## src/core/csh_consts.svh

```systemverilog
`ifndef CSH_CONSTS_SVH
`define CSH_CONSTS_SVH
`define CSH_SAMPLE_W      16
`define CSH_RESULT_W      24
`define CSH_PIN_RESULT_W  12
`define CSH_CLK_PERIOD_NS 4
`define CSH_MIN_CYCLE_NS  100
`define CSH_MIN_CYCLE_CYC \
  ((`CSH_MIN_CYCLE_NS + `CSH_CLK_PERIOD_NS - 1) / `CSH_CLK_PERIOD_NS)
`define CSH_RESULT_LAT    3
`define CSH_FIFO_DEPTH    16
`endif

```

## src/core/csh_pkg.sv

```systemverilog
package csh_pkg;
  typedef enum logic [1:0] {
    CSH_IDLE,
    CSH_RUN,
    CSH_OUT_LO,
    CSH_OUT_HI
  } csh_state_t;
endpackage

```

## src/core/csh_fifo.sv

```systemverilog
`include "csh_consts.svh"
module csh_fifo #(
  parameter int WIDTH = `CSH_SAMPLE_W,
  parameter int DEPTH = `CSH_FIFO_DEPTH
) (
  input  wire logic             mclk_i,
  input  wire logic             reset_i,
  input  wire logic [WIDTH-1:0] in_data_i,
  input  wire logic             in_valid_i,
  output logic                  in_ready_o,
  output logic      [WIDTH-1:0] out_data_o,
  output logic                  out_valid_o,
  input  wire logic             out_ready_i
);
  localparam int AW = $clog2(DEPTH);
  initial begin
    if (DEPTH < 2 || (1 << AW) != DEPTH)
      $error("csh_fifo depth must be a power of two, at least 2");
  end
  logic [WIDTH-1:0] mem [DEPTH];
  logic [AW:0]      wr_ptr;
  logic [AW:0]      rd_ptr;
  logic             push;
  logic             pop;
  logic [AW:0]      next_wr_ptr;
  logic [AW:0]      next_rd_ptr;
  assign next_wr_ptr = wr_ptr + (AW+1)'(push);
  assign next_rd_ptr = rd_ptr + (AW+1)'(pop);
  assign out_valid_o = wr_ptr != rd_ptr;
  assign out_data_o  = mem[rd_ptr[AW-1:0]];
  assign push = in_valid_i && in_ready_o;
  assign pop  = out_valid_o && out_ready_i;
  always_ff @(posedge mclk_i) begin
    if (push) begin
      mem[wr_ptr[AW-1:0]] <= in_data_i;
    end
  end
  // ready is registered from the next pointers, so it leaves a flip-flop
  always_ff @(posedge mclk_i or posedge reset_i) begin
    if (reset_i) begin
      wr_ptr     <= '0;
      rd_ptr     <= '0;
      in_ready_o <= 1'b1;
    end else begin
      wr_ptr     <= next_wr_ptr;
      rd_ptr     <= next_rd_ptr;
      in_ready_o <= (next_wr_ptr - next_rd_ptr) != (AW+1)'(DEPTH);
    end
  end
endmodule

```

## src/core/csh_port.sv

```systemverilog
`include "csh_consts.svh"
// Notes on behaviour
// - sample comes from register write or 16 pins, chosen by configuration
// - result read as low/high words or as two 12-bit pin words
// - result register words are safe to read after result ready rises; the pin low word comes the cycle before
// - master drives start; host writes next sample after start falls
// - a master never takes samples from the parallel pins
// - start pulses faster than the maximum sample rate are ignored
// - a correctly timed start resynchronises the cycle immediately
module csh_port #(
  parameter int MIN_CYCLE = `CSH_MIN_CYCLE_CYC,
  parameter int RES_LAT   = `CSH_RESULT_LAT
) (
  input  wire logic                          mclk_i,
  input  wire logic                          reset_i,
  input  wire logic                          master_mode_i,
  input  wire logic                          pin_input_sel_i,
  input  wire logic                          sample_wr_i,
  input  wire logic [`CSH_SAMPLE_W-1:0]      sample_wr_data_i,
  output logic                               sample_wr_ready_o,
  input  wire logic [`CSH_SAMPLE_W-1:0]      parallel_sample_inputs_i,
  input  wire logic                          start_i,
  output logic                               start_o,
  output logic                               start_oe_o,
  output logic [`CSH_SAMPLE_W-1:0]           core_sample_o,
  output logic                               core_sample_valid_o,
  input  wire logic [`CSH_RESULT_W-1:0]      core_result_i,
  output logic [`CSH_PIN_RESULT_W-1:0]       result_low_word_register_o,
  output logic [`CSH_PIN_RESULT_W-1:0]       result_high_word_register_o,
  output logic [`CSH_PIN_RESULT_W-1:0]       parallel_result_outputs_o,
  output logic                               result_ready_strobe_o,
  output logic                               result_busy_o
);
  initial begin
    if (MIN_CYCLE < 2 || MIN_CYCLE > 255 || RES_LAT < 1 || RES_LAT > 15)
      $error("csh_port counts out of range");
  end
  // ----------------------------------------------------------------
  // input synchronisers
  // ----------------------------------------------------------------
  logic [`CSH_SAMPLE_W-1:0] pin_s1, pin_s2;
  logic                     go_s1, go_s2;
  always_ff @(posedge mclk_i or posedge reset_i) begin
    if (reset_i) begin
      pin_s1 <= '0;
      pin_s2 <= '0;
      go_s1  <= 1'b0;
      go_s2  <= 1'b0;
    end else begin
      pin_s1 <= parallel_sample_inputs_i;
      pin_s2 <= pin_s1;
      go_s1  <= start_i;
      go_s2  <= go_s1;
    end
  end
  // ----------------------------------------------------------------
  // register-written samples, buffered
  // ----------------------------------------------------------------
  // the fifo lets the host run ahead of the cycle; its ready is back-pressure
  logic [`CSH_SAMPLE_W-1:0] fifo_data;
  logic                     fifo_valid;
  logic                     fifo_pop;
  csh_fifo #(.WIDTH(`CSH_SAMPLE_W), .DEPTH(`CSH_FIFO_DEPTH)) u_fifo (
    .mclk_i      (mclk_i),
    .reset_i     (reset_i),
    .in_data_i   (sample_wr_data_i),
    .in_valid_i  (sample_wr_i),
    .in_ready_o  (sample_wr_ready_o),
    .out_data_o  (fifo_data),
    .out_valid_o (fifo_valid),
    .out_ready_i (fifo_pop)
  );
  // ----------------------------------------------------------------
  // cycle sequencing
  // ----------------------------------------------------------------
  csh_pkg::csh_state_t state;
  logic [7:0]          cyc_cnt;
  logic [3:0]          lat_cnt;
  logic                use_pins;
  logic                ext_go;
  logic                master_go;
  logic                cyc_start;
  assign use_pins  = pin_input_sel_i && !master_mode_i;
  // level, not edge: a start held high repeats at the minimum period
  assign ext_go    = go_s2;
  assign master_go = master_mode_i && fifo_valid;
  // pulses inside the minimum period are simply dropped
  assign cyc_start = (cyc_cnt == 8'h00) &&
                     (master_mode_i ? master_go : ext_go);
  assign fifo_pop  = cyc_start && !use_pins;
  always_ff @(posedge mclk_i or posedge reset_i) begin
    if (reset_i) begin
      cyc_cnt <= 8'h00;
    end else if (cyc_start) begin
      cyc_cnt <= 8'(MIN_CYCLE - 1);
    end else if (cyc_cnt != 8'h00) begin
      cyc_cnt <= cyc_cnt - 8'h01;
    end
  end
  always_ff @(posedge mclk_i or posedge reset_i) begin
    if (reset_i) begin
      core_sample_o       <= '0;
      core_sample_valid_o <= 1'b0;
    end else begin
      core_sample_valid_o <= cyc_start;
      if (cyc_start) begin
        core_sample_o <= use_pins ? pin_s2 : fifo_data;
      end
    end
  end
  // master start: high one cycle; falling edge says next write is safe
  always_ff @(posedge mclk_i or posedge reset_i) begin
    if (reset_i) begin
      start_o    <= 1'b0;
      start_oe_o <= 1'b0;
    end else begin
      start_o    <= cyc_start && master_mode_i;
      start_oe_o <= master_mode_i;
    end
  end
  // ----------------------------------------------------------------
  // result output
  // ----------------------------------------------------------------
  logic [`CSH_RESULT_W-1:0] res_hold;
  always_ff @(posedge mclk_i or posedge reset_i) begin
    if (reset_i) begin
      state                       <= csh_pkg::CSH_IDLE;
      lat_cnt                     <= 4'h0;
      res_hold                    <= '0;
      result_low_word_register_o  <= '0;
      result_high_word_register_o <= '0;
      parallel_result_outputs_o   <= '0;
      result_ready_strobe_o       <= 1'b0;
      result_busy_o               <= 1'b0;
    end else begin
      case (state)
        csh_pkg::CSH_IDLE: begin
          result_ready_strobe_o <= 1'b0;
          if (cyc_start) begin
            lat_cnt <= 4'(RES_LAT - 1);
            state   <= csh_pkg::CSH_RUN;
          end
        end
        csh_pkg::CSH_RUN: begin
          if (cyc_start) begin
            lat_cnt <= 4'(RES_LAT - 1);
          end else if (lat_cnt == 4'h0) begin
            res_hold      <= core_result_i;
            result_busy_o <= 1'b1;
            state         <= csh_pkg::CSH_OUT_LO;
          end else begin
            lat_cnt <= lat_cnt - 4'h1;
          end
        end
        csh_pkg::CSH_OUT_LO: begin
          result_low_word_register_o  <= res_hold[11:0];
          result_high_word_register_o <= res_hold[23:12];
          parallel_result_outputs_o   <= res_hold[11:0];
          state                       <= csh_pkg::CSH_OUT_HI;
        end
        default: begin
          parallel_result_outputs_o <= res_hold[23:12];
          result_ready_strobe_o     <= 1'b1;
          result_busy_o             <= 1'b0;
          state                     <= cyc_start ? csh_pkg::CSH_RUN
                                                 : csh_pkg::CSH_IDLE;
          if (cyc_start) lat_cnt <= 4'(RES_LAT - 1);
        end
      endcase
    end
  end
  // ----------------------------------------------------------------
  // checks
  // ----------------------------------------------------------------
  int unsigned gap_cnt;
  always_ff @(posedge mclk_i or posedge reset_i) begin
    if (reset_i) gap_cnt <= 0;
    else if (cyc_start) gap_cnt <= 1;
    else if (gap_cnt != 0) gap_cnt <= gap_cnt + 1;
  end
endmodule

```

## config.mk

```make
export PLATFORM = sky130hd
export DESIGN_NAME = csh_port
export DESIGN_NICKNAME = d
export VERILOG_FILES = /design/src/core/csh_pkg.sv /design/src/core/csh_fifo.sv /design/src/core/csh_port.sv
export VERILOG_INCLUDE_DIRS = /design/src /design/src/core
export SDC_FILE = /design/constraint.sdc
export NUM_CORES = 1
export LEC_CHECK = 0
export ABC_AREA = 1
export BUFFER_PORTS_ARGS = -buffer_cell sky130_fd_sc_hd__buf_2
export CAP_MARGIN = 20
export CORE_MARGIN = 2
export CORE_UTILIZATION = 43
export DETAILED_ROUTE_END_ITERATION = 7
export PLACE_DENSITY = 0.56
export SLEW_MARGIN = 20
export SYNTH_ARGS = -nofsm -noshare
export SYNTH_HDL_FRONTEND = slang
export SYNTH_HIERARCHICAL = 1
export SYNTH_SLANG_ARGS = --single-unit
```

## constraint.sdc

```tcl
create_clock -name mclk_i -period 11.3 [get_ports mclk_i]
set_input_delay 1.13 -clock mclk_i [delete_from_list [all_inputs] [get_ports mclk_i]]
set_output_delay 1.13 -clock mclk_i [all_outputs]
set_load 0.005 [all_outputs]
```

Word-level counts from Yosys, hierarchy flattened
Memory sizes are Yosys's and may differ from the RTL's. Cells that the tools add are included.

$add $sub $neg: 5. Equal/unequal tests: 8. Muxes and demuxes: 20. Bitwise gates (word level): 3. Reductions and logical operators: 22.

Operator list (number): 12-bit one-hot mux with 2 select lines (1); 16-bit two-way mux (1); 8-bit two-way mux (2); 4-bit two-way mux (3); 3-bit AND reduction (4); 5-bit by 1-bit adder with 5-bit output (2); 8-bit zero test (1); 2-bit inequality test (second input constant) (4); 4-bit one-hot mux with 2 select lines (1); 8-bit nonzero test (1); 8-bit by 1-bit subtractor with 8-bit output (second input constant) (1); 1-bit logical AND (7); 1-bit two-way mux (6); 2-bit two-way mux (3); 2-bit one-hot mux with 3 select lines (1); 2-bit OR reduction (3); 5-bit inequality test (1); 5-bit inequality test (second input constant) (1); 5-bit subtractor (1); 4-bit zero test (1); 1-bit one-hot mux with 2 select lines (2); 2-bit nonzero test (2); 4-bit by 1-bit subtractor with 4-bit output (second input constant) (1); 1-bit inverter (3); other kinds (4) (5).

Bits in registers: 140. Bits in writable memories: 256. Input port bits: 62. Output and inout port bits: 58. Word-level logic and storage cells: 79. Memories: 1.

Memory list: u_fifo.mem (words 16, bits a word 16, rd ports 1, clocked after Yosys merged registers in 0, wr ports 1, RTL line csh_fifo.sv:20) `logic [WIDTH-1:0] mem [DEPTH];`.

Longest topological paths before layout
Word-level depth: 9. Depth in mapped cells: 25. Gate-level depth less buffers: 22.

By module
The synthesis kept the hierarchy.

Modules (own cells, without submodules): csh_fifo (instances 1, cells an instance 972, area each 11026.8 um^2, seq. area each 7963.9 um^2); csh_port (instances 1, cells an instance 513, area each 4998.5 um^2, seq. area each 3228.1 um^2).

Worst setup path before layout
Ideal clock, no wire load.

Path type: input to register. Start: input master_mode_i. End: register u_fifo.in_ready_o. Setup time: 82 ps. Data arrival time: 3307 ps. Required time: 11218 ps. Path slack: 7911 ps. Cell stages on the path: 19. Path buffers: 1. Cells stage by stage: inv_2 > nand2_1 > nand2_2 > nand3_4 > buf_2 > a21oi_1 > inv_1 > nor2_1 > ha_1 > ha_1 > xor2_1 > inv_1 > ha_1 > a21oi_1 > nand2_1 > nand2_1 > nand2_1 > nor2_1 > nand3_1.

Longest elaborated chain between the ends: 8. Elaborated cells between the ends (all ways): 11. Classes of those cells: add/sub (2); eq/ne (1); mux (1); reduce/logical (7).

Ends and longest elaborated chain: start, declared (RTL line csh_port.sv:16) `input wire logic master_mode_i,`; 1-bit logical AND or 1-bit zero test (tied branches) (RTL line csh_port.sv:86, csh_port.sv:83); 1-bit two-way mux or 1-bit logical AND (tied branches) (RTL line csh_port.sv:89, csh_port.sv:83); 1-bit logical AND or 1-bit zero test (tied branches) (RTL line csh_port.sv:88, csh_port.sv:90); 1-bit logical AND * (RTL line csh_port.sv:90) `assign fifo_pop = cyc_start && !use_pins;`; net fifo_pop (RTL line csh_port.sv:62) `logic fifo_pop;`; 1-bit logical AND * (RTL line csh_fifo.sv:32) `assign pop = out_valid_o && out_ready_i;`; 5-bit by 1-bit adder with 5-bit output * (RTL line csh_fifo.sv:28) `assign next_rd_ptr = rd_ptr + (AW+1)'(pop);`; net u_fifo.next_rd_ptr[2] (RTL line csh_fifo.sv:26) `logic [AW:0] next_rd_ptr;`; 5-bit subtractor * (RTL line csh_fifo.sv:47) `in_ready_o <= (next_wr_ptr - next_rd_ptr) != (AW+1)'(DEPTH);`; 5-bit inequality test * (RTL line csh_fifo.sv:47); end signal, assigned (RTL line csh_fifo.sv:47); end, declared (RTL line csh_fifo.sv:10) `output logic in_ready_o,`.

The timed path passes the listed nets; every way through them passes the cells marked *. A chain may end at the register's enable or synchronous reset.

Worst setup path after layout
Start: register u_fifo.rd_ptr[0]. End: register u_fifo.in_ready_o.

Longest elaborated chain between the ends: 9.

Ends and longest elaborated chain: start, declared (RTL line csh_fifo.sv:22) `logic [AW:0] rd_ptr;`; start signal, assigned (RTL line csh_fifo.sv:46) `rd_ptr <= next_rd_ptr;`; 5-bit inequality test (RTL line csh_fifo.sv:29) `assign out_valid_o = wr_ptr != rd_ptr;`; net fifo_valid (RTL line csh_port.sv:61) `logic fifo_valid;`; 1-bit logical AND (RTL line csh_port.sv:86) `assign master_go = master_mode_i && fifo_valid;`; 1-bit two-way mux (RTL line csh_port.sv:89) `(master_mode_i ? master_go : ext_go);`; 1-bit logical AND (RTL line csh_port.sv:88) `assign cyc_start = (cyc_cnt == 8'h00) &&`; 1-bit logical AND (RTL line csh_port.sv:90); net fifo_pop (RTL line csh_port.sv:62); 1-bit logical AND (RTL line csh_fifo.sv:32); 5-bit by 1-bit adder with 5-bit output (RTL line csh_fifo.sv:28); net u_fifo.next_rd_ptr[2] (RTL line csh_fifo.sv:26); 5-bit subtractor (RTL line csh_fifo.sv:47); 5-bit inequality test (RTL line csh_fifo.sv:47).

The timed path passes the listed nets, and every way through them passes these cells.

==> flow_results.xml <==
<?xml version="1.0" encoding="UTF-8"?>
<metrics>
  <group name="run_status">
    <metric name="result_of_the_run" unit="">finished clean</metric>
  </group>
  <group name="logic_synthesis">
    <metric name="netlist_area" unit="mm²">0.0160</metric>
    <metric name="synth-compound-area-share" unit="">0.0690</metric>
    <metric name="synth.top_cells.by_area" unit="">sky130_fd_sc_hd__edfxtp_1, sky130_fd_sc_hd__dfrtp_1, sky130_fd_sc_hd__nor2_1</metric>
    <metric name="synth_cell_types" unit="">32</metric>
    <metric name="post_synth_and_or_nand_nor_area_fraction" unit="">0.172</metric>
    <metric name="postSynthNetCount" unit="">1561</metric>
    <metric name="yosys.area_share.xor_xnor" unit="">0.00710</metric>
    <metric name="synth-warning-count" unit="">6</metric>
    <metric name="synthesis.instances" unit="">1485</metric>
    <metric name="largest_family_of_logic_cells_by_synthesized_area" unit="">simple AND/OR/NAND/NOR gates</metric>
    <metric name="netlist.top_cell.by_area" unit="">sky130_fd_sc_hd__edfxtp_1</metric>
    <metric name="postSynth.asyncResetShare" unit="">0.354</metric>
    <metric name="synth_edf_count" unit="">256</metric>
    <metric name="synthFlopType" unit="">sky130_fd_sc_hd__edfxtp_1</metric>
    <metric name="post_synth_fa_ha_maj_area_fraction" unit="">0.0109</metric>
    <metric name="synth.yosys.seq_area_share" unit="">0.698</metric>
    <metric name="synth_area_per_cell" unit="µm²">10.8</metric>
    <metric name="synth_top_cell_area_share" unit="">0.480</metric>
    <metric name="synth_seq_cells" unit="">396</metric>
    <metric name="synthMuxAreaShare" unit="">0</metric>
  </group>
  <group name="sta">
    <metric name="setup_viol" unit="">0</metric>
    <metric name="skew" unit="ns">0.0139</metric>
    <metric name="grt_setup_unrepaired" unit="">false</metric>
    <metric name="min_period_over_period" unit="">0.338</metric>
    <metric name="hold_slack" unit="ns">0.344</metric>
    <metric name="final_hold_viol_count" unit="">0</metric>
    <metric name="number_of_max_slew_violations_in_the_final_report" unit="">0</metric>
    <metric name="tightest_slew" unit="ns">0.972</metric>
    <metric name="timing_limited_maximum_frequency" unit="GHz">0.262</metric>
    <metric name="max_slew_margin" unit="">0.350</metric>
    <metric name="timing.final.crit_period" unit="ns">3.82</metric>
    <metric name="setup_tns" unit="ns">0</metric>
  </group>
  <group name="drt">
    <metric name="wirelength" unit="µm">37900</metric>
    <metric name="vias_per_cell" unit="">5.09</metric>
    <metric name="route.antenna.remaining_nets" unit="">0</metric>
    <metric name="first_iter_violations" unit="">753</metric>
    <metric name="detail_route.first_pass.iterations" unit="">6</metric>
    <metric name="per_cell_routed_wire_length" unit="µm">18.0</metric>
    <metric name="detail_route.drc_violations" unit="">0</metric>
    <metric name="detailroute.via_count" unit="">10707</metric>
  </group>
  <group name="floorplan">
    <metric name="io-pin-count" unit="">120</metric>
    <metric name="initial_core_util" unit="">0.437</metric>
    <metric name="die_area" unit="mm²">0.0388</metric>
    <metric name="fp.dieH" unit="µm">197</metric>
    <metric name="chipWidth" unit="µm">197</metric>
    <metric name="core_area" unit="mm²">0.0367</metric>
    <metric name="fp-row-count" unit="">70</metric>
  </group>
  <group name="worst_setup_path">
    <metric name="r2r_start" unit="">u_fifo/rd_ptr[0]</metric>
    <metric name="critical_path_data_arrival_time" unit="ns">4.31</metric>
    <metric name="r2r.worst_path.cells" unit="">21</metric>
    <metric name="worst-endpoint-required" unit="ns">11.80</metric>
    <metric name="worstSetupEndpointType" unit="">flip-flop</metric>
    <metric name="worst-path-max-fanout" unit="">44</metric>
    <metric name="worst_r2r_endpoint" unit="">u_fifo/in_ready_o</metric>
    <metric name="setup.reg_to_reg.worst_slack" unit="ns">7.48</metric>
    <metric name="criticalPathCategory" unit="">flip-flop to flip-flop</metric>
    <metric name="crit_path_start_kind" unit="">flip-flop</metric>
  </group>
  <group name="pwr">
    <metric name="max-vdd-ir-drop" unit="mV">0.168</metric>
    <metric name="power_density" unit="mW/mm²">263</metric>
    <metric name="leakagePower" unit="nW">7.69</metric>
    <metric name="totalPowerFinal" unit="mW">4.86</metric>
  </group>
  <group name="finish">
    <metric name="num-nets-final" unit="">1678</metric>
    <metric name="most-common-layout-cells" unit="">sky130_fd_sc_hd__nor2_1, sky130_fd_sc_hd__nand2_1, sky130_fd_sc_hd__edfxtp_1</metric>
    <metric name="fin_area" unit="mm²">0.0184</metric>
    <metric name="layout_commonest_cell" unit="">sky130_fd_sc_hd__nor2_1</metric>
    <metric name="sequential_cell_area" unit="mm²">0.0112</metric>
    <metric name="antenna_cells" unit="">0</metric>
    <metric name="multi_input_comb_area" unit="mm²">0.00415</metric>
    <metric name="share_of_cells_above_drive_strength_1" unit="">0.141</metric>
    <metric name="area_delta_synth_final" unit="%">15.1</metric>
    <metric name="finalCoreUtilization" unit="">0.503</metric>
    <metric name="nFillCells" unit="">3312</metric>
  </group>
  <group name="global_routing">
    <metric name="antenna_found_initial" unit="">0</metric>
    <metric name="number_of_global_route_vias_before_repair" unit="">10107</metric>
    <metric name="grt_pass1_wl" unit="µm">58600</metric>
    <metric name="grt_overflow" unit="">0</metric>
    <metric name="grt_max_degree" unit="">95</metric>
    <metric name="grt.total_usage" unit="">0.198</metric>
  </group>
  <group name="placed_design">
    <metric name="gp_routability_congestion" unit="">0.846</metric>
    <metric name="place.detailed.hpwl" unit="µm">22700</metric>
    <metric name="port_buffers" unit="">119</metric>
    <metric name="dpl-instance-area" unit="mm²">0.0170</metric>
  </group>
  <group name="job">
    <metric name="cap_violations" unit="">0</metric>
  </group>
  <group name="worst_hold_path">
    <metric name="hold_start" unit="">pin_s1[12]</metric>
    <metric name="holdPathEnd" unit="">pin_s2[12]</metric>
    <metric name="worstHoldPathCells" unit="">0</metric>
    <metric name="timing.hold.worst.class" unit="">flip-flop to flip-flop</metric>
  </group>
  <group name="clocking">
    <metric name="tritoncts" unit="">done</metric>
    <metric name="numClockSinks" unit="">396</metric>
    <metric name="cts_made_buffers" unit="">42</metric>
    <metric name="clockRootBuffer" unit="">sky130_fd_sc_hd__clkbuf_16</metric>
    <metric name="post_cts.repair.setup_buffers" unit="">0</metric>
    <metric name="ctsHtreeMaxLevel" unit="">2</metric>
    <metric name="ctsLongestPathBuffers" unit="">3</metric>
    <metric name="ctsResizeCount" unit="">0</metric>
    <metric name="clk_pin_slew_worst_paths" unit="ns">0.06</metric>
    <metric name="clk_latency" unit="ns">0.57</metric>
    <metric name="cts.hold.buffers_added" unit="">0</metric>
  </group>
</metrics>
## flip-flops by register name, indices dropped and copies added, names as in the netlist, 2 cells and up
name	flops
u_fifo/mem	256
res_hold	24
core_sample_o	16
pin_s1	16
pin_s2	16
parallel_result_outputs_o	12
result_high_word_register_o	12
result_low_word_register_o	12
cyc_cnt	8
u_fifo/rd_ptr	5
u_fifo/wr_ptr	5
lat_cnt	4
state	2
## synth_stat cells, types with 16 or more instances
master / count
sky130_fd_sc_hd__a21oi_1: 20
sky130_fd_sc_hd__buf_2: 29
sky130_fd_sc_hd__clkbuf_1: 24
sky130_fd_sc_hd__dfrtp_1: 139
sky130_fd_sc_hd__edfxtp_1: 256
sky130_fd_sc_hd__inv_1: 82
sky130_fd_sc_hd__nand2_1: 286
sky130_fd_sc_hd__nand3_1: 75
sky130_fd_sc_hd__nor2_1: 318
sky130_fd_sc_hd__o21ai_0: 123
sky130_fd_sc_hd__o21ai_1: 36
sky130_fd_sc_hd__o31ai_1: 16
## where the power goes
part | switching, mW | leakage, nW | internal (mW)
registers | 0.155 | 4.01 | 1.82
clock network | 0.567 | 0.669 | 0.785
logic | 1.02 | 3.01 | 0.513
## layer usage
metal / global-route usage / routed length [µm] / up-vias
li1: - / - / 5211
met1: 0.275 / 17400 / 5188
met2: 0.323 / 17900 / 256
met3: 0.0377 / 1950 / 52
met4: 0.0496 / 706 / 0
met5: 0 / 0 / -
## logic make-up after synthesis
family	Yosys count
adders and majority gates	14
and+or+nand+nor	693
xor gates and xnor gates	13
buffers and inverters	160
AOI/OAI and AO/OA	209
DFF	396
## metrics by stage
stage                     setup slack (ns)  std cells
final                                 7.48       2104
after global routing                  7.15       2104
after CTS                             7.46       2102
after detailed placement              7.00       2024
after global placement                7.11       2023
after floorplan                       6.73       1485
## critical path, stage by stage, from the launching register on
cell                      delay (ns)
sky130_fd_sc_hd__dfrtp_4        0.67
sky130_fd_sc_hd__xnor2_1        0.21
sky130_fd_sc_hd__nand2_1        0.10
sky130_fd_sc_hd__nor2_1         0.07
sky130_fd_sc_hd__inv_1          0.06
sky130_fd_sc_hd__nand2_1        0.07
sky130_fd_sc_hd__nand2_2        0.12
sky130_fd_sc_hd__nand3_4        0.38
sky130_fd_sc_hd__a21oi_1        0.25
sky130_fd_sc_hd__inv_1          0.06
sky130_fd_sc_hd__nor2_1         0.13
sky130_fd_sc_hd__ha_1           0.19
sky130_fd_sc_hd__ha_1           0.21
sky130_fd_sc_hd__xor2_1         0.21
sky130_fd_sc_hd__inv_1          0.07
sky130_fd_sc_hd__ha_1           0.36
sky130_fd_sc_hd__a21oi_1        0.23
sky130_fd_sc_hd__nand2_1        0.08
sky130_fd_sc_hd__nand2_1        0.06
sky130_fd_sc_hd__nand2_1        0.05
sky130_fd_sc_hd__nor2_1         0.08
sky130_fd_sc_hd__nand3_1        0.08
## how the worst max path moves through the flow
| stage | startpoint | end | slack (ns) | cells after the start |
|---|---|---|---|---|
| after floorplan | reset_i | core_sample_o[0] | 6.73 | 1 |
| after global placement | master_mode_i | u_fifo/in_ready_o | 7.11 | 19 |
| after detailed placement | master_mode_i | u_fifo/in_ready_o | 7.00 | 19 |
| after CTS | u_fifo/rd_ptr[0] | u_fifo/in_ready_o | 7.46 | 21 |
| after global routing | u_fifo/rd_ptr[0] | u_fifo/in_ready_o | 7.15 | 21 |
| final | u_fifo/rd_ptr[0] | u_fifo/in_ready_o | 7.48 | 21 |
## final cells by class
class                   instances  share of cell area
multi-input cells             929               0.225
clock inverters                16             0.00671
flip-flops and latches        396               0.607
well taps                     468              0.0317
clock buffers                  62              0.0671
repair buffers                144              0.0442
inverters                      89              0.0184
(Power assumes the default switching activity.)
